`src/design/frpim_regs.vh`:
```
// Opcodes, phase lengths, state codes and timing counts for the flash command block.
// Assumes a 50 MHz system clock; all times are converted to cycles of that clock.
`ifndef FRPIM_REGS_VH
`define FRPIM_REGS_VH

`define FRPIM_CLK_MHZ        50
`define FRPIM_OP_RESUME      8'h7A
`define FRPIM_OP_SUSPEND     8'h75
`define FRPIM_OP_PWR_DOWN    8'hB9
`define FRPIM_OP_RELEASE_ID  8'hAB
`define FRPIM_OP_MFR_DEV_ID  8'h90
`define FRPIM_OP_MFR_DEV_2IO 8'h92
`define FRPIM_OP_MFR_DEV_4IO 8'h94
`define FRPIM_OP_JEDEC_ID    8'h9F
`define FRPIM_OP_QUAD_ON     8'h38
`define FRPIM_OP_QUAD_OFF    8'hFF

// Clocks per phase: code, address, dummy (serial, dual, quad lanes)
`define FRPIM_CODE_CLK_1     5'h08
`define FRPIM_CODE_CLK_4     5'h02
`define FRPIM_ADDR_CLK_1     5'h18
`define FRPIM_ADDR_CLK_2     5'h0C
`define FRPIM_ADDR_CLK_4     5'h06
`define FRPIM_DUM_CLK_2      5'h04
`define FRPIM_DUM_CLK_4      5'h06
`define FRPIM_DUM_CLK_RID    5'h18
`define FRPIM_LANE_1         3'h1
`define FRPIM_LANE_2         3'h2
`define FRPIM_LANE_4         3'h4

// Byte sequences on the output lanes
`define FRPIM_SEQ_DEV        2'h0
`define FRPIM_SEQ_MFR_DEV    2'h1
`define FRPIM_SEQ_JEDEC      2'h2

// Frame states
`define FRPIM_ST_IDLE        3'h0
`define FRPIM_ST_CODE        3'h1
`define FRPIM_ST_ADDR        3'h2
`define FRPIM_ST_DUM         3'h3
`define FRPIM_ST_DATA        3'h4
`define FRPIM_ST_DONE        3'h5
`define FRPIM_ST_IGN         3'h6

// Times in ns and cycle counts at 50 MHz; the entry count is sized for its 8-bit counter
`define FRPIM_RESUME_BUSY_NS 200
`define FRPIM_RESUME_BUSY_CYC ((`FRPIM_RESUME_BUSY_NS * `FRPIM_CLK_MHZ) / 1000)
`define FRPIM_TDP_NS         3000
`define FRPIM_TDP_CYC        8'h96

`endif

```
`src/design/frpim_sync.v`:
```
// Two-stage synchroniser for a bundle of asynchronous levels.
// Assumes each bit is an independent level; only the second stage is read outside.
module frpim_sync #(
    parameter WIDTH = 1
) (
    input  wire             i_clk,
    input  wire             i_arst_n,
    input  wire             i_ce,
    input  wire [WIDTH-1:0] i_d,
    output reg  [WIDTH-1:0] o_q
);
    reg [WIDTH-1:0] meta_ff;

    always @(posedge i_clk or negedge i_arst_n) begin
        if (!i_arst_n) begin
            meta_ff <= {WIDTH{1'b1}};
            o_q     <= {WIDTH{1'b1}};
        end else if (i_ce) begin
            meta_ff <= i_d;
            o_q     <= meta_ff;
        end
    end
endmodule

```
`src/design/frpim_top.v`:
```
// Serial flash command logic: resume, suspend, deep power down, ID reads, quad command mode.
// Assumes the host drives chip select and SCK; SCK is oversampled by I_CLK (at least 6x).
// Assumes the array engine reports its self-timed cycle on I_CORE_BUSY on this clock.
`include "frpim_regs.vh"

//
// Function
// - Resume is taken only while suspended and not busy.
// - Accepted resume clears suspend at once, raises busy quickly, restarts the array cycle.
// - Resume with suspend clear or busy set is ignored, state untouched.
// - Power loss clears suspend, so a later resume is refused.
// - Power down executes only if chip select rises right after its eighth bit.
// - Power down state is entered after the entry delay following chip select high.
// - In power down only the release/ID code is recognised; all else ignored.
// - Power down ends with power removal; power-up starts in standby.
// - Release code with chip select high leaves power down; host then waits.
// - Release/ID returns the ID only in serial mode; quad mode only releases.
// - ID read takes three dummy bytes, then repeats the ID byte MSB first.
// - Release/ID is ignored while busy; the running cycle is unaffected.
// - Address bit zero picks maker or device byte first; bytes then alternate.
// - Dual and quad ID reads use dual and quad lane timing.
// - Standard ID read sends maker, type, capacity bytes, repeating until deselect.
// - One command mode at a time; only the quad-enable code enters quad mode.
// - Quad-enable code acts only when the quad enable bit is set.
// - After power-up the device is in serial command mode.
// - Entering quad mode keeps write latch, suspend state and wrap length.
// - Quad-disable code returns to serial mode keeping the same state.
// - Accepted suspend sets suspend flag at once; busy drops within the latency.
// - Busy reads one during a self-timed cycle and zero after it.
module frpim_top #(
    parameter [7:0] MFR_ID   = 8'hA5, // Arbitrary value
    parameter [7:0] DEV_ID   = 8'h5A, // Arbitrary value
    parameter [7:0] MEM_TYPE = 8'h3C, // Arbitrary value
    parameter [7:0] CAPACITY = 8'hC3  // Arbitrary value
) (
    input  wire       I_CLK,
    input  wire       I_ARST_N,
    input  wire       I_CE,
    input  wire       I_CS_N,
    input  wire       I_SCK,
    input  wire [3:0] I_IO,
    input  wire       I_QUAD_ENABLE_BIT,
    input  wire       I_CORE_BUSY,
    output reg  [3:0] O_IO,
    output reg  [3:0] O_IO_OE,
    output reg        O_SUSPEND_FLAG,
    output reg        O_BUSY_FLAG,
    output reg        O_FOUR_LINE_COMMAND_MODE,
    output reg        O_DEEP_POWER_DOWN,
    output reg        O_CORE_RESUME,
    output reg        O_CORE_SUSPEND
);
    localparam [7:0] TDP_CYC = `FRPIM_TDP_CYC;

    wire [5:0] pins_s;
    wire       cs_n_s = pins_s[5];
    wire       sck_s  = pins_s[4];
    wire [3:0] io_s   = pins_s[3:0];

    reg        sck_d_ff;
    reg        cs_d_ff;
    reg  [2:0] st_ff;
    reg  [4:0] cnt_ff;
    reg  [4:0] dum_ff;
    reg  [2:0] lane_ff;
    reg  [1:0] seq_ff;
    reg  [7:0] code_ff;
    reg        rel_arm_ff;
    reg  [7:0] out_sh_ff;
    reg  [3:0] rem_ff;
    reg  [1:0] idx_ff;
    reg        busy_pend_ff;
    reg        pd_run_ff;
    reg  [7:0] pd_cnt_ff;

    wire sck_rise = sck_s & ~sck_d_ff;
    wire sck_fall = ~sck_s & sck_d_ff;
    wire cs_fall  = ~cs_n_s & cs_d_ff;
    wire cs_rise  = cs_n_s & ~cs_d_ff;
    wire four_line_command_mode      = O_FOUR_LINE_COMMAND_MODE;
    wire busy     = O_BUSY_FLAG;

    // Quad mode takes the high nibble first, serial mode one bit on IO0
    wire [7:0] nxt_code = four_line_command_mode ? {code_ff[3:0], io_s} : {code_ff[6:0], io_s[0]};

    frpim_sync #(
        .WIDTH(6)
    ) u_sync (
        .i_clk    (I_CLK),
        .i_arst_n (I_ARST_N),
        .i_ce     (I_CE),
        .i_d      ({I_CS_N, I_SCK, I_IO}),
        .o_q      (pins_s)
    );

    function [7:0] id_byte;
        input [1:0] seq;
        input [1:0] idx;
        begin
            case (seq)
                `FRPIM_SEQ_MFR_DEV: id_byte = idx[0] ? DEV_ID : MFR_ID;
                `FRPIM_SEQ_JEDEC:   id_byte = (idx == 2'h0) ? MFR_ID :
                                              (idx == 2'h1) ? MEM_TYPE : CAPACITY;
                default:            id_byte = DEV_ID;
            endcase
        end
    endfunction
    function [1:0] id_next;
        input [1:0] seq;
        input [1:0] idx;
        begin
            case (seq)
                `FRPIM_SEQ_MFR_DEV: id_next = {1'b0, ~idx[0]};
                `FRPIM_SEQ_JEDEC:   id_next = (idx == 2'h2) ? 2'h0 : idx + 2'h1;
                default:            id_next = 2'h0;
            endcase
        end
    endfunction
    // Top bits of a byte placed on the lanes that the current read uses
    function [3:0] lane_out;
        input [2:0] lane;
        input [7:0] b;
        begin
            case (lane)
                `FRPIM_LANE_4: lane_out = b[7:4];
                `FRPIM_LANE_2: lane_out = {2'b00, b[7:6]};
                default:       lane_out = {2'b00, b[7], 1'b0};
            endcase
        end
    endfunction
    function [3:0] lane_oe;
        input [2:0] lane;
        begin
            case (lane)
                `FRPIM_LANE_4: lane_oe = 4'hF;
                `FRPIM_LANE_2: lane_oe = 4'h3;
                default:       lane_oe = 4'h2;
            endcase
        end
    endfunction

    always @(posedge I_CLK or negedge I_ARST_N) begin
        if (!I_ARST_N) begin
            sck_d_ff                 <= 1'b1;
            cs_d_ff                  <= 1'b1;
            st_ff                    <= `FRPIM_ST_IDLE;
            cnt_ff                   <= 5'h00;
            dum_ff                   <= 5'h00;
            lane_ff                  <= `FRPIM_LANE_1;
            seq_ff                   <= `FRPIM_SEQ_DEV;
            code_ff                  <= 8'h00;
            rel_arm_ff               <= 1'b0;
            out_sh_ff                <= 8'h00;
            rem_ff                   <= 4'h0;
            idx_ff                   <= 2'h0;
            busy_pend_ff             <= 1'b0;
            pd_run_ff                <= 1'b0;
            pd_cnt_ff                <= 8'h00;
            O_IO                     <= 4'h0;
            O_IO_OE                  <= 4'h0;
            O_SUSPEND_FLAG           <= 1'b0;
            O_BUSY_FLAG              <= 1'b0;
            O_FOUR_LINE_COMMAND_MODE <= 1'b0;
            O_DEEP_POWER_DOWN        <= 1'b0;
            O_CORE_RESUME            <= 1'b0;
            O_CORE_SUSPEND           <= 1'b0;
        end else if (I_CE) begin
            sck_d_ff       <= sck_s;
            cs_d_ff        <= cs_n_s;
            O_CORE_RESUME  <= 1'b0;
            O_CORE_SUSPEND <= 1'b0;
            // Pending flag bridges the gap until the array engine reports busy
            O_BUSY_FLAG    <= I_CORE_BUSY | busy_pend_ff;
            if (I_CORE_BUSY) begin
                busy_pend_ff <= 1'b0;
            end
            if (pd_run_ff) begin
                if (pd_cnt_ff <= 8'h01) begin
                    pd_run_ff         <= 1'b0;
                    O_DEEP_POWER_DOWN <= 1'b1;
                end else begin
                    pd_cnt_ff <= pd_cnt_ff - 8'h01;
                end
            end
            if (cs_rise) begin
                st_ff   <= `FRPIM_ST_IDLE;
                O_IO_OE <= 4'h0;
                if (rel_arm_ff && !busy) begin
                    O_DEEP_POWER_DOWN <= 1'b0;
                    pd_run_ff         <= 1'b0;
                end
                if (st_ff == `FRPIM_ST_DONE) begin
                    case (code_ff)
                        `FRPIM_OP_PWR_DOWN: begin
                            pd_run_ff <= 1'b1;
                            pd_cnt_ff <= TDP_CYC;
                        end
                        `FRPIM_OP_RESUME: begin
                            if (O_SUSPEND_FLAG && !busy) begin
                                O_SUSPEND_FLAG <= 1'b0;
                                O_CORE_RESUME  <= 1'b1;
                                busy_pend_ff   <= 1'b1;
                            end
                        end
                        `FRPIM_OP_SUSPEND: begin
                            if (!O_SUSPEND_FLAG && busy) begin
                                O_SUSPEND_FLAG <= 1'b1;
                                O_CORE_SUSPEND <= 1'b1;
                            end
                        end
                        `FRPIM_OP_QUAD_ON: begin
                            // Only the mode bit moves; latch, suspend and wrap stay
                            if (!four_line_command_mode && I_QUAD_ENABLE_BIT) begin
                                O_FOUR_LINE_COMMAND_MODE <= 1'b1;
                            end
                        end
                        `FRPIM_OP_QUAD_OFF: begin
                            if (four_line_command_mode) begin
                                O_FOUR_LINE_COMMAND_MODE <= 1'b0;
                            end
                        end
                        default: begin
                        end
                    endcase
                end
            end else if (cs_fall) begin
                st_ff      <= `FRPIM_ST_CODE;
                cnt_ff     <= four_line_command_mode ? `FRPIM_CODE_CLK_4 : `FRPIM_CODE_CLK_1;
                code_ff    <= 8'h00;
                rel_arm_ff <= 1'b0;
                O_IO_OE    <= 4'h0;
            end else if (sck_rise && !cs_n_s) begin
                case (st_ff)
                    `FRPIM_ST_CODE: begin
                        code_ff <= nxt_code;
                        cnt_ff  <= cnt_ff - 5'h01;
                        if (cnt_ff == 5'h01) begin
                            if (O_DEEP_POWER_DOWN && nxt_code != `FRPIM_OP_RELEASE_ID) begin
                                st_ff <= `FRPIM_ST_IGN;
                            end else begin
                                case (nxt_code)
                                    `FRPIM_OP_RELEASE_ID: begin
                                        if (busy) begin
                                            st_ff <= `FRPIM_ST_IGN;
                                        end else begin
                                            rel_arm_ff <= 1'b1;
                                            // Quad mode has no ID phase: release only
                                            st_ff   <= four_line_command_mode ? `FRPIM_ST_DONE : `FRPIM_ST_DUM;
                                            cnt_ff  <= `FRPIM_DUM_CLK_RID;
                                            lane_ff <= `FRPIM_LANE_1;
                                            seq_ff  <= `FRPIM_SEQ_DEV;
                                        end
                                    end
                                    `FRPIM_OP_MFR_DEV_ID: begin
                                        st_ff   <= `FRPIM_ST_ADDR;
                                        cnt_ff  <= four_line_command_mode ? `FRPIM_ADDR_CLK_4 : `FRPIM_ADDR_CLK_1;
                                        dum_ff  <= 5'h00;
                                        lane_ff <= four_line_command_mode ? `FRPIM_LANE_4 : `FRPIM_LANE_1;
                                        seq_ff  <= `FRPIM_SEQ_MFR_DEV;
                                    end
                                    `FRPIM_OP_MFR_DEV_2IO: begin
                                        st_ff   <= four_line_command_mode ? `FRPIM_ST_IGN : `FRPIM_ST_ADDR;
                                        cnt_ff  <= `FRPIM_ADDR_CLK_2;
                                        dum_ff  <= `FRPIM_DUM_CLK_2;
                                        lane_ff <= `FRPIM_LANE_2;
                                        seq_ff  <= `FRPIM_SEQ_MFR_DEV;
                                    end
                                    `FRPIM_OP_MFR_DEV_4IO: begin
                                        st_ff   <= four_line_command_mode ? `FRPIM_ST_IGN : `FRPIM_ST_ADDR;
                                        cnt_ff  <= `FRPIM_ADDR_CLK_4;
                                        dum_ff  <= `FRPIM_DUM_CLK_4;
                                        lane_ff <= `FRPIM_LANE_4;
                                        seq_ff  <= `FRPIM_SEQ_MFR_DEV;
                                    end
                                    `FRPIM_OP_JEDEC_ID: begin
                                        st_ff   <= `FRPIM_ST_DATA;
                                        lane_ff <= four_line_command_mode ? `FRPIM_LANE_4 : `FRPIM_LANE_1;
                                        seq_ff  <= `FRPIM_SEQ_JEDEC;
                                        idx_ff  <= 2'h0;
                                        rem_ff  <= 4'h0;
                                    end
                                    `FRPIM_OP_PWR_DOWN, `FRPIM_OP_RESUME, `FRPIM_OP_SUSPEND,
                                    `FRPIM_OP_QUAD_ON, `FRPIM_OP_QUAD_OFF: begin
                                        st_ff <= `FRPIM_ST_DONE;
                                    end
                                    default: begin
                                        st_ff <= `FRPIM_ST_IGN;
                                    end
                                endcase
                            end
                        end
                    end
                    `FRPIM_ST_ADDR: begin
                        cnt_ff <= cnt_ff - 5'h01;
                        if (cnt_ff == 5'h01) begin
                            // IO0 carries A0 on the last address clock for every lane width
                            idx_ff <= {1'b0, io_s[0]};
                            rem_ff <= 4'h0;
                            st_ff  <= (dum_ff == 5'h00) ? `FRPIM_ST_DATA : `FRPIM_ST_DUM;
                            cnt_ff <= dum_ff;
                        end
                    end
                    `FRPIM_ST_DUM: begin
                        cnt_ff <= cnt_ff - 5'h01;
                        if (cnt_ff == 5'h01) begin
                            st_ff <= `FRPIM_ST_DATA;
                            if (seq_ff == `FRPIM_SEQ_DEV) begin
                                idx_ff <= 2'h0;
                                rem_ff <= 4'h0;
                            end
                        end
                    end
                    `FRPIM_ST_DONE: begin
                        // A clock past the code byte voids the instruction, unless it is a release
                        st_ff <= `FRPIM_ST_IGN;
                    end
                    default: begin
                    end
                endcase
            end else if (sck_fall && !cs_n_s && st_ff == `FRPIM_ST_DATA) begin
                O_IO_OE <= lane_oe(lane_ff);
                if (rem_ff == 4'h0) begin
                    O_IO      <= lane_out(lane_ff, id_byte(seq_ff, idx_ff));
                    out_sh_ff <= id_byte(seq_ff, idx_ff) << lane_ff;
                    rem_ff    <= 4'h8 - {1'b0, lane_ff};
                    idx_ff    <= id_next(seq_ff, idx_ff);
                end else begin
                    O_IO      <= lane_out(lane_ff, out_sh_ff);
                    out_sh_ff <= out_sh_ff << lane_ff;
                    rem_ff    <= rem_ff - {1'b0, lane_ff};
                end
            end
        end
    end
endmodule

```
`config.mk`:
```
export PLATFORM = sky130hd
export DESIGN_NAME = frpim_top
export DESIGN_NICKNAME = d
export VERILOG_FILES = /design/src/design/frpim_sync.v /design/src/design/frpim_top.v
export VERILOG_INCLUDE_DIRS = /design/src /design/src/design
export SDC_FILE = /design/constraint.sdc
export NUM_CORES = 1
export LEC_CHECK = 0
export BUFFER_PORTS_ARGS = -buffer_cell sky130_fd_sc_hd__buf_2
export CORE_MARGIN = 4
export CORE_UTILIZATION = 67
export DETAILED_ROUTE_END_ITERATION = 16
export PLACE_DENSITY = 0.94
export SYNTH_ARGS = -nofsm -noshare
export SYNTH_HDL_FRONTEND = slang
export SYNTH_SLANG_ARGS = --single-unit
```
`constraint.sdc`:
```
create_clock -name I_CLK -period 5.1 [get_ports I_CLK]
set_clock_uncertainty 0.15 [all_clocks]
set_input_delay 0.51 -clock I_CLK [delete_from_list [all_inputs] [get_ports I_CLK]]
set_output_delay 0.51 -clock I_CLK [all_outputs]
set_load 0.01 [all_outputs]
```
==> metrics.md, run 1 <==
| Metric | Value |
|---|---|
| Register bit total from synthesis | `75` |
| Final WL | `12.8 mm` |
| Cts bufs inserted | `9` |
| Area contributors post-synth | `dfrtp_1, dfstp_2, mux2_2, o21ai_0, nand2_1` |
| Top cells by count, synth | `dfrtp_1, nand2_1, o21ai_0, nor2_1, mux2_2` |
| RSZ-0062 raised after global routing | `no` |
| Final-report setup violation count | `0` |
| Fin. max-slew vios | `0` |
| Slew @ Worst Pin | `1.19 ns` |
| Routability Congestion | `0.991` |
| Critical Path Sink Type | `flip-flop` |
| First-pass GRT wire length | `21.7 mm` |
| Cell area after layout | `0.00525 mm^2` |
| Area leader, netlist | `dfrtp_1` |
| Setup CP Type | `reg2reg` |
| Period utilization | `0.613` |
| Vias in the first global route | `4,455` |
| Crit path from | `O_FOUR_LINE_COMMAND_MODE` |
| Synth cell types | `73` |
| Rel. slew slack | `0.204` |
| Worst Path Required | `5.20 ns` |
| Cell Area, Synth | `0.00492 mm^2` |
| Largest net degree at the start of global routing | `76` |
| ANT cells | `0` |
| Layout net count | `579` |
| Post-synth ARST share | `1.00` |
| DR vias/cell | `6.84` |
| Die height | `93.7 um` |
| Outcome | `finished, final reports clean` |
| Sequential area share after synthesis | `0.386` |
| Post-place instance area | `0.00505 mm^2` |
| Clock slew at reported path FFs | `0.09 ns` |
| Core area | `0.00694 mm^2` |
| Post-DP HPWL | `8.80 mm` |
| Max-Cap Viols | `0` |
| Class of the worst hold path | `in2async` |
| Clock Path Buffers | `2` |
| Post-CTS sizing | `0` |
| Io pins | `25` |
| Leak | `2.23 nW` |
| Reg-to-reg startpoint | `O_FOUR_LINE_COMMAND_MODE` |
| Count leader, synth | `dfrtp_1` |
| Post-synth EDFFs | `0` |
| GRT Overall Usage | `0.311` |
| Die X | `93.7 um` |
| Initial antenna violation count | `0` |
| Via count | `4,489` |
| Fmax | `0.320 GHz` |
| CTS Hold Bufs | `0` |
| Final min period | `3.12 ns` |
| Die ar. | `0.00877 mm^2` |
| CP arrival | `3.22 ns` |
| Startpoint types | `flip-flop` |
| Initial DRC count | `435` |
| Post-CTS Repair Setup Buffers | `0` |
| Gate Count Post-Synth | `549` |
| CP max FO | `38` |
| Syn avg cell area | `8.95 um^2` |
| WL per Instance | `19.5 um` |
| Most used flip-flop cell after synthesis | `dfrtp_1` |
| Layout cells sized above 1 | `0.180` |
| CTS tree | `yes` |
| PwrDens | `365 mW/mm^2` |
| Final hold vios | `0` |
| TNS Setup | `0 ns` |
| Clock root cell | `clkbuf_8` |
| Yosys warning total | `0` |
| Worst-Skew Late Latency | `0.36 ns` |
| Initial Utilization | `0.708` |
| TritonRoute pass-1 iters | `5` |
| DRC violations left | `0` |
| Remaining global-route overflow | `0` |
| CTS Sinks | `75` |
| Syn_nets | `573` |
| IO buf count | `24` |
| Post-route ant nets | `0` |
| H-tree depth | `3` |
| Area Overhead vs Synth | `6.82%` |
| Total Power | `1.92 mW` |
| Top-area cell type share of the netlist area | `0.305` |
| Peak VDD IR | `0.000271 V` |
| FP Rows | `30` |
-- path summary, 6_finish.rpt --
path,endpoint,slack (ns),depth (start not counted)
max,rem_ff[3],1.98,6
min,pd_cnt_ff[1],0.13,1
max reg2reg,rem_ff[3],1.98,6
min reg2reg,O_IO[0],0.32,2
max in group asynchronous,cnt_ff[0],4.05,1
min in group I_CLK,u_sync.meta_ff[1],0.23,2
-- per-layer routing --
layer  part of all wire  wire [um]  global-route usage
met1               0.38       4910               0.396
met2               0.49       6280               0.515
met3              0.084       1070              0.0425
met4              0.039        500               0.165
met5                  0          0                   0
-- state kept, by name, indices dropped and copies added, names as in the netlist, 2 cells and up --
name,count
dum_ff,2
pd_cnt_ff,8
u_sync.meta_ff,6
O_IO,4
lane_ff,3
O_IO_OE,3
idx_ff,2
u_sync.o_q,6
cnt_ff,5
seq_ff,2
rem_ff,4
out_sh_ff,8
code_ff,8
st_ff,3
-- logic make-up after synthesis --
family,share of synthesized area
multiplexers,0.0934
AO/OA/AOI/OAI,0.206
flip-flops,0.386
buffers and inverters,0.0448
XOR/XNOR,0.0160
AND/OR/NAND/NOR,0.219
adder cells (fa/ha/maj),0.0346
-- through the flow --
stage | hold WS [ns] | cells | util | worst slack [ns]
floorplan | 0.0644 | 549 | - | 2.56
global placement | 0.308 | 640 | 0.727 | 1.94
detailed placement | 0.310 | 640 | 0.727 | 1.94
CTS | 0.173 | 656 | 0.756 | 2.01
global route | 0.200 | 656 | 0.756 | 1.73
finish | 0.130 | 656 | 0.756 | 1.98
-- where the power goes --
| part | total [mW] | leakage, nW | internal, mW | switching [mW] |
|---|---|---|---|---|
| clock network | 0.481 | 0.100 | 0.242 | 0.238 |
| logic | 0.635 | 1.18 | 0.266 | 0.369 |
| registers | 0.804 | 0.949 | 0.692 | 0.112 |
-- cell usage in the layout, fill, tap and decap left out, drive strengths merged, types with 7 or more instances in the layout --
cell	netlist	routed
dfrtp	60	60
nand2	59	59
o21ai	48	48
nor2	40	40
buf	8	28
mux2	27	27
a21oi	27	27
inv	20	22
nand3	17	17
nor3	17	17
dfstp	15	15
nor2b	13	13
ha	12	12
mux2i	11	11
clkbuf	25	11
nand2b	9	9
o31ai	9	9
a22oi	9	9
or3	9	9
a31oi	7	7
-- cell type report --
class	instances	area, um^2
multi-input combinational	421	2810
sequential	75	1900
fill	487	1690
timing repair buffer	28	153
clock buffer	11	141
tap	96	120
inverter	20	75.1
clock inverter	5	60.1
-- critical path: stages (launching register included) --
cell	delay (ns)
dfrtp_1	0.83
or3b_4	0.60
a22oi_4	0.23
and4_1	0.34
a21oi_2	0.11
or3_4	0.40
a221o_1	0.35
No activity file was read; power rests on OpenSTA's default activity.
==> run 2, diff against run 1 <==
ABC_AREA = 1   (was not set)
CORE_UTILIZATION = 56   (was 67)
PLACE_DENSITY = 0.85   (was 0.94)
clock period = 2.7 ns   (was 5.1 ns; I/O delays follow)
==> metrics.md, run 2 <==
| Metric | Value |
|---|---|
| Outcome | `finished, final reports clean` |
| WL per Instance | `14.3 um (-27%)` |
| Clock Path Buffers | `2 (unchanged)` |
| Fill count | `717 (+47%)` |
| Leak | `2.60 nW (+17%)` |
| Via count | `4,663 (+3.9%)` |
| Comb pwr share | `0.394 (+0.063)` |
| Post-DP HPWL | `8.69 mm (-1.2%)` |
| Setup CP Type | `reg2reg` |
| Fin. max-slew vios | `0 (unchanged)` |
| Total Power | `3.97 mW (+110%)` |
| Final WL | `11.8 mm (-7.7%)` |
| Gate Count Post-Synth | `681 (+24%)` |
| Count leader, synth | `nand2_1` |
| Top cells by count, synth | `nand2_1, inv_1, dfrtp_1, nor2_1, o21ai_0` |
| RSZ-0062 raised after global routing | `no` |
| Worst path top cell family by delay | `simple AND/OR/NAND/NOR gates` |
| Remaining global-route overflow | `0 (unchanged)` |
| Setup WS pre-CTS | `0.204 ns (-1.73 ns)` |
| Max-Cap Viols | `0 (unchanged)` |
| Slowest cell on the critical path | `dfrtp_2` |
| Register bit total from synthesis | `75 (unchanged)` |
| Yosys warning total | `0 (unchanged)` |
| Finished Layout Cells | `824 (+26%)` |
| Critical Path Sink Type | `flip-flop` |
| Final hold vios | `0 (unchanged)` |
| Synth cell types | `47 (-36%)` |
| Clock slew at reported path FFs | `0.08 ns (about the same)` |
| Post-synth ARST share | `1.00 (unchanged)` |
| CTS Sinks | `75 (unchanged)` |
| Routability Congestion | `0.918 (-7.4%)` |
| Die X | `101 um (+7.7%)` |
| Largest net degree at the start of global routing | `76 (unchanged)` |
| Slew @ Worst Pin | `0.935 ns (-0.260 ns)` |
| Area leader, netlist | `dfrtp_1` |
| FP Rows | `33 (+10%)` |
| Fmax | `0.411 GHz (+28%)` |
| Area Overhead vs Synth | `9.27%` |
| TNS Setup | `0 ns (unchanged)` |
| Initial Utilization | `0.582 (-0.126)` |
| Hold_ws | `0.0371 ns (-0.0932 ns)` |
| Post-CTS Repair Setup Buffers | `0 (unchanged)` |
| CP Buf/Inv Count | `1 (+1)` |
| Layout cells sized above 1 | `0.124 (-0.0566)` |
| Post-place instance area | `0.00503 mm^2 (-0.32%)` |
| CP max stage delay | `0.51 ns (-0.32 ns)` |
| PwrDens | `752 mW/mm^2 (+110%)` |
| Top-area cell type share of the netlist area | `0.311 (+0.00530)` |
| Cell Area, Synth | `0.00483 mm^2 (-1.7%)` |
| Clk pwr share | `0.200 (-0.051)` |
| Die ar. | `0.0102 mm^2 (+16%)` |
| TritonRoute pass-1 iters | `7 (+2)` |
| ANT cells | `0 (unchanged)` |
| Worst-Skew Late Latency | `0.35 ns (about the same)` |
| Syn_nets | `705 (+23%)` |
| Clock root cell | `clkbuf_8` |
| DR vias/cell | `5.66 (-17%)` |
| Area contributors post-synth | `dfrtp_1, nand2_1, dfstp_2, inv_1, o21ai_0` |
| Layout net count | `738 (+27%)` |
| Crit-path cells | `clkinv_4, nand2_1, nand2_2, nand2_1, nor3_1, and2_1, nand2_1, nand2_1, nand3_1, a31oi_1, a21oi_1` |
| Post-route ant nets | `0 (unchanged)` |
| Final min period | `2.43 ns (-0.691 ns)` |
| DRC violations left | `0 (unchanged)` |
| Core area | `0.00830 mm^2 (+20%)` |
| Setup ws final | `0.268 ns (-1.71 ns)` |
| Period utilization | `0.901 (+0.288)` |
| Peak VDD IR | `0.000476 V (+75%)` |
| H-tree depth | `3 (unchanged)` |
| Startpoint types | `flip-flop` |
| Cts bufs inserted | `9 (unchanged)` |
| Die height | `101 um (+7.7%)` |
| Initial antenna violation count | `0 (unchanged)` |
| Final core occ | `0.636 (-0.120)` |
| Net Switching | `1.70 mW (+140%)` |
| Class of the worst hold path | `in2reg` |
| Sequential area share after synthesis | `0.392 (+0.00669)` |
| Sw frac | `0.427 (+0.0524)` |
| Commonest non-fill, non-tap cell in the layout | `nand2_1` |
| Final-report setup violation count | `0 (unchanged)` |
| Largest regs | `code_ff (8), out_sh_ff (8), pd_cnt_ff (8)` |
| CTS tree | `yes` |
| Syn avg cell area | `7.10 um^2 (-21%)` |
| Worst Path Required | `2.78 ns (-2.42 ns)` |
| Placed insts | `801 (+25%)` |
| CP arrival | `2.51 ns (-0.71 ns)` |
| Cell area after layout | `0.00528 mm^2 (+0.55%)` |
| First-pass GRT wire length | `20.5 mm (-5.5%)` |
| Post-synth EDFFs | `0 (unchanged)` |
| Seq pwr share | `0.405 (-0.014)` |
| Vias in the first global route | `4,492 (+0.83%)` |
| CP max FO | `14 (-63%)` |
| Initial DRC count | `335 (-23%)` |
| Io pins | `25 (unchanged)` |
| Most frequent cells in the layout | `nand2_1, inv_1, dfrtp_1` |
| IO buf count | `24 (unchanged)` |
| Most used flip-flop cell after synthesis | `dfrtp_1` |
| Crit-path most repeated cell | `nand2_1` |
| Int Pwr | `2.27 mW (+90%)` |
| Rel. slew slack | `0.377 (+0.173)` |
| GRT Overall Usage | `0.246 (-0.0657)` |
run 2: cell types whose count changed in the layout (fill, tap and decap cells not counted), moves of 8 or more:
cell	change
inv_1	+79
nand2_1	+138
o22ai_1	+8
o31ai_1	-8
nand2_2	+9
nor2_1	+17
nor2b_1	-13
mux2_2	-27
nand4_1	+11
nand3_1	+27
nand2b_1	-9
mux2i_1	-11
run 2: worst paths after layout:
| check | from | to | slack, ns | cells after the start |
|---|---|---|---|---|
| worst max-delay path | O_FOUR_LINE_COMMAND_MODE | rem_ff[3] | 0.27 | 11 |
| worst min-delay path | I_CORE_BUSY | O_BUSY_FLAG | 0.04 | 3 |
| worst max register to register | O_FOUR_LINE_COMMAND_MODE | rem_ff[3] | 0.27 | 11 |
| worst min register to register | u_sync.meta_ff[2] | u_sync.meta_ff[2] | 0.31 | 2 |
| max in group asynchronous | I_ARST_N | O_FOUR_LINE_COMMAND_MODE | 1.28 | 2 |
| min in group asynchronous | I_ARST_N | out_sh_ff[3] | 0.43 | 2 |
run 2: area by class of cell:
type	count	area (um^2)	share of cell area
Multi-Input combinational cell	488	2440	0.463
Sequential cell	75	1900	0.359
Inverter	102	388	0.0735
Timing Repair Buffer	38	245	0.0464
Tap cell	105	131	0.0249
Clock buffer	10	128	0.0242
Clock inverter	6	47.5	0.00900
run 2: power by group through the flow:
stage          registers (mW)  clock network (mW)  logic (mW)
5_1_grt                  1.65               0.849        1.78
4_1_cts                  1.60               0.805        1.55
3_5_place_dp             1.62                   0        1.53
6_report                 1.61               0.796        1.57
3_3_place_gp             1.60                   0        1.47
2_1_floorplan            1.58                   0        1.19
run 2: cell families after synthesis:
group / count (synthesis) / synth area share
adders and majority gates: 13 / 0.0352
buffers and inverters: 118 / 0.102
and+or+nand+nor: 357 / 0.323
AOI/OAI and AO/OA: 113 / 0.138
xor gates and xnor gates: 5 / 0.00906
DFF: 75 / 0.392
run 2: worst min-delay path, delay by kind of cell:
| family | cells | cell delay [ns] |
|---|---|---|
| buffers and inverters | 1 | 0.09 |
| AO/OA/AOI/OAI | 2 | 0.13 |
run 2: routing by layer:
layer / vias up / part of all wire / GRT usage
met1: 2176 / 0.44 / 0.318
met4: 0 / 0.022 / 0.0930
met3: 25 / 0.053 / 0.0311
met5: - / 0 / 0
met2: 181 / 0.49 / 0.419
li1: 2281 / - / -
run 2: timing repair:
action | 4_1_cts | 5_1_grt
setup endpoints to repair | 0 | 8
gates resized for setup | 0 | 1
hold endpoints to repair | 66 | 0
hold buffers | 7 | 0
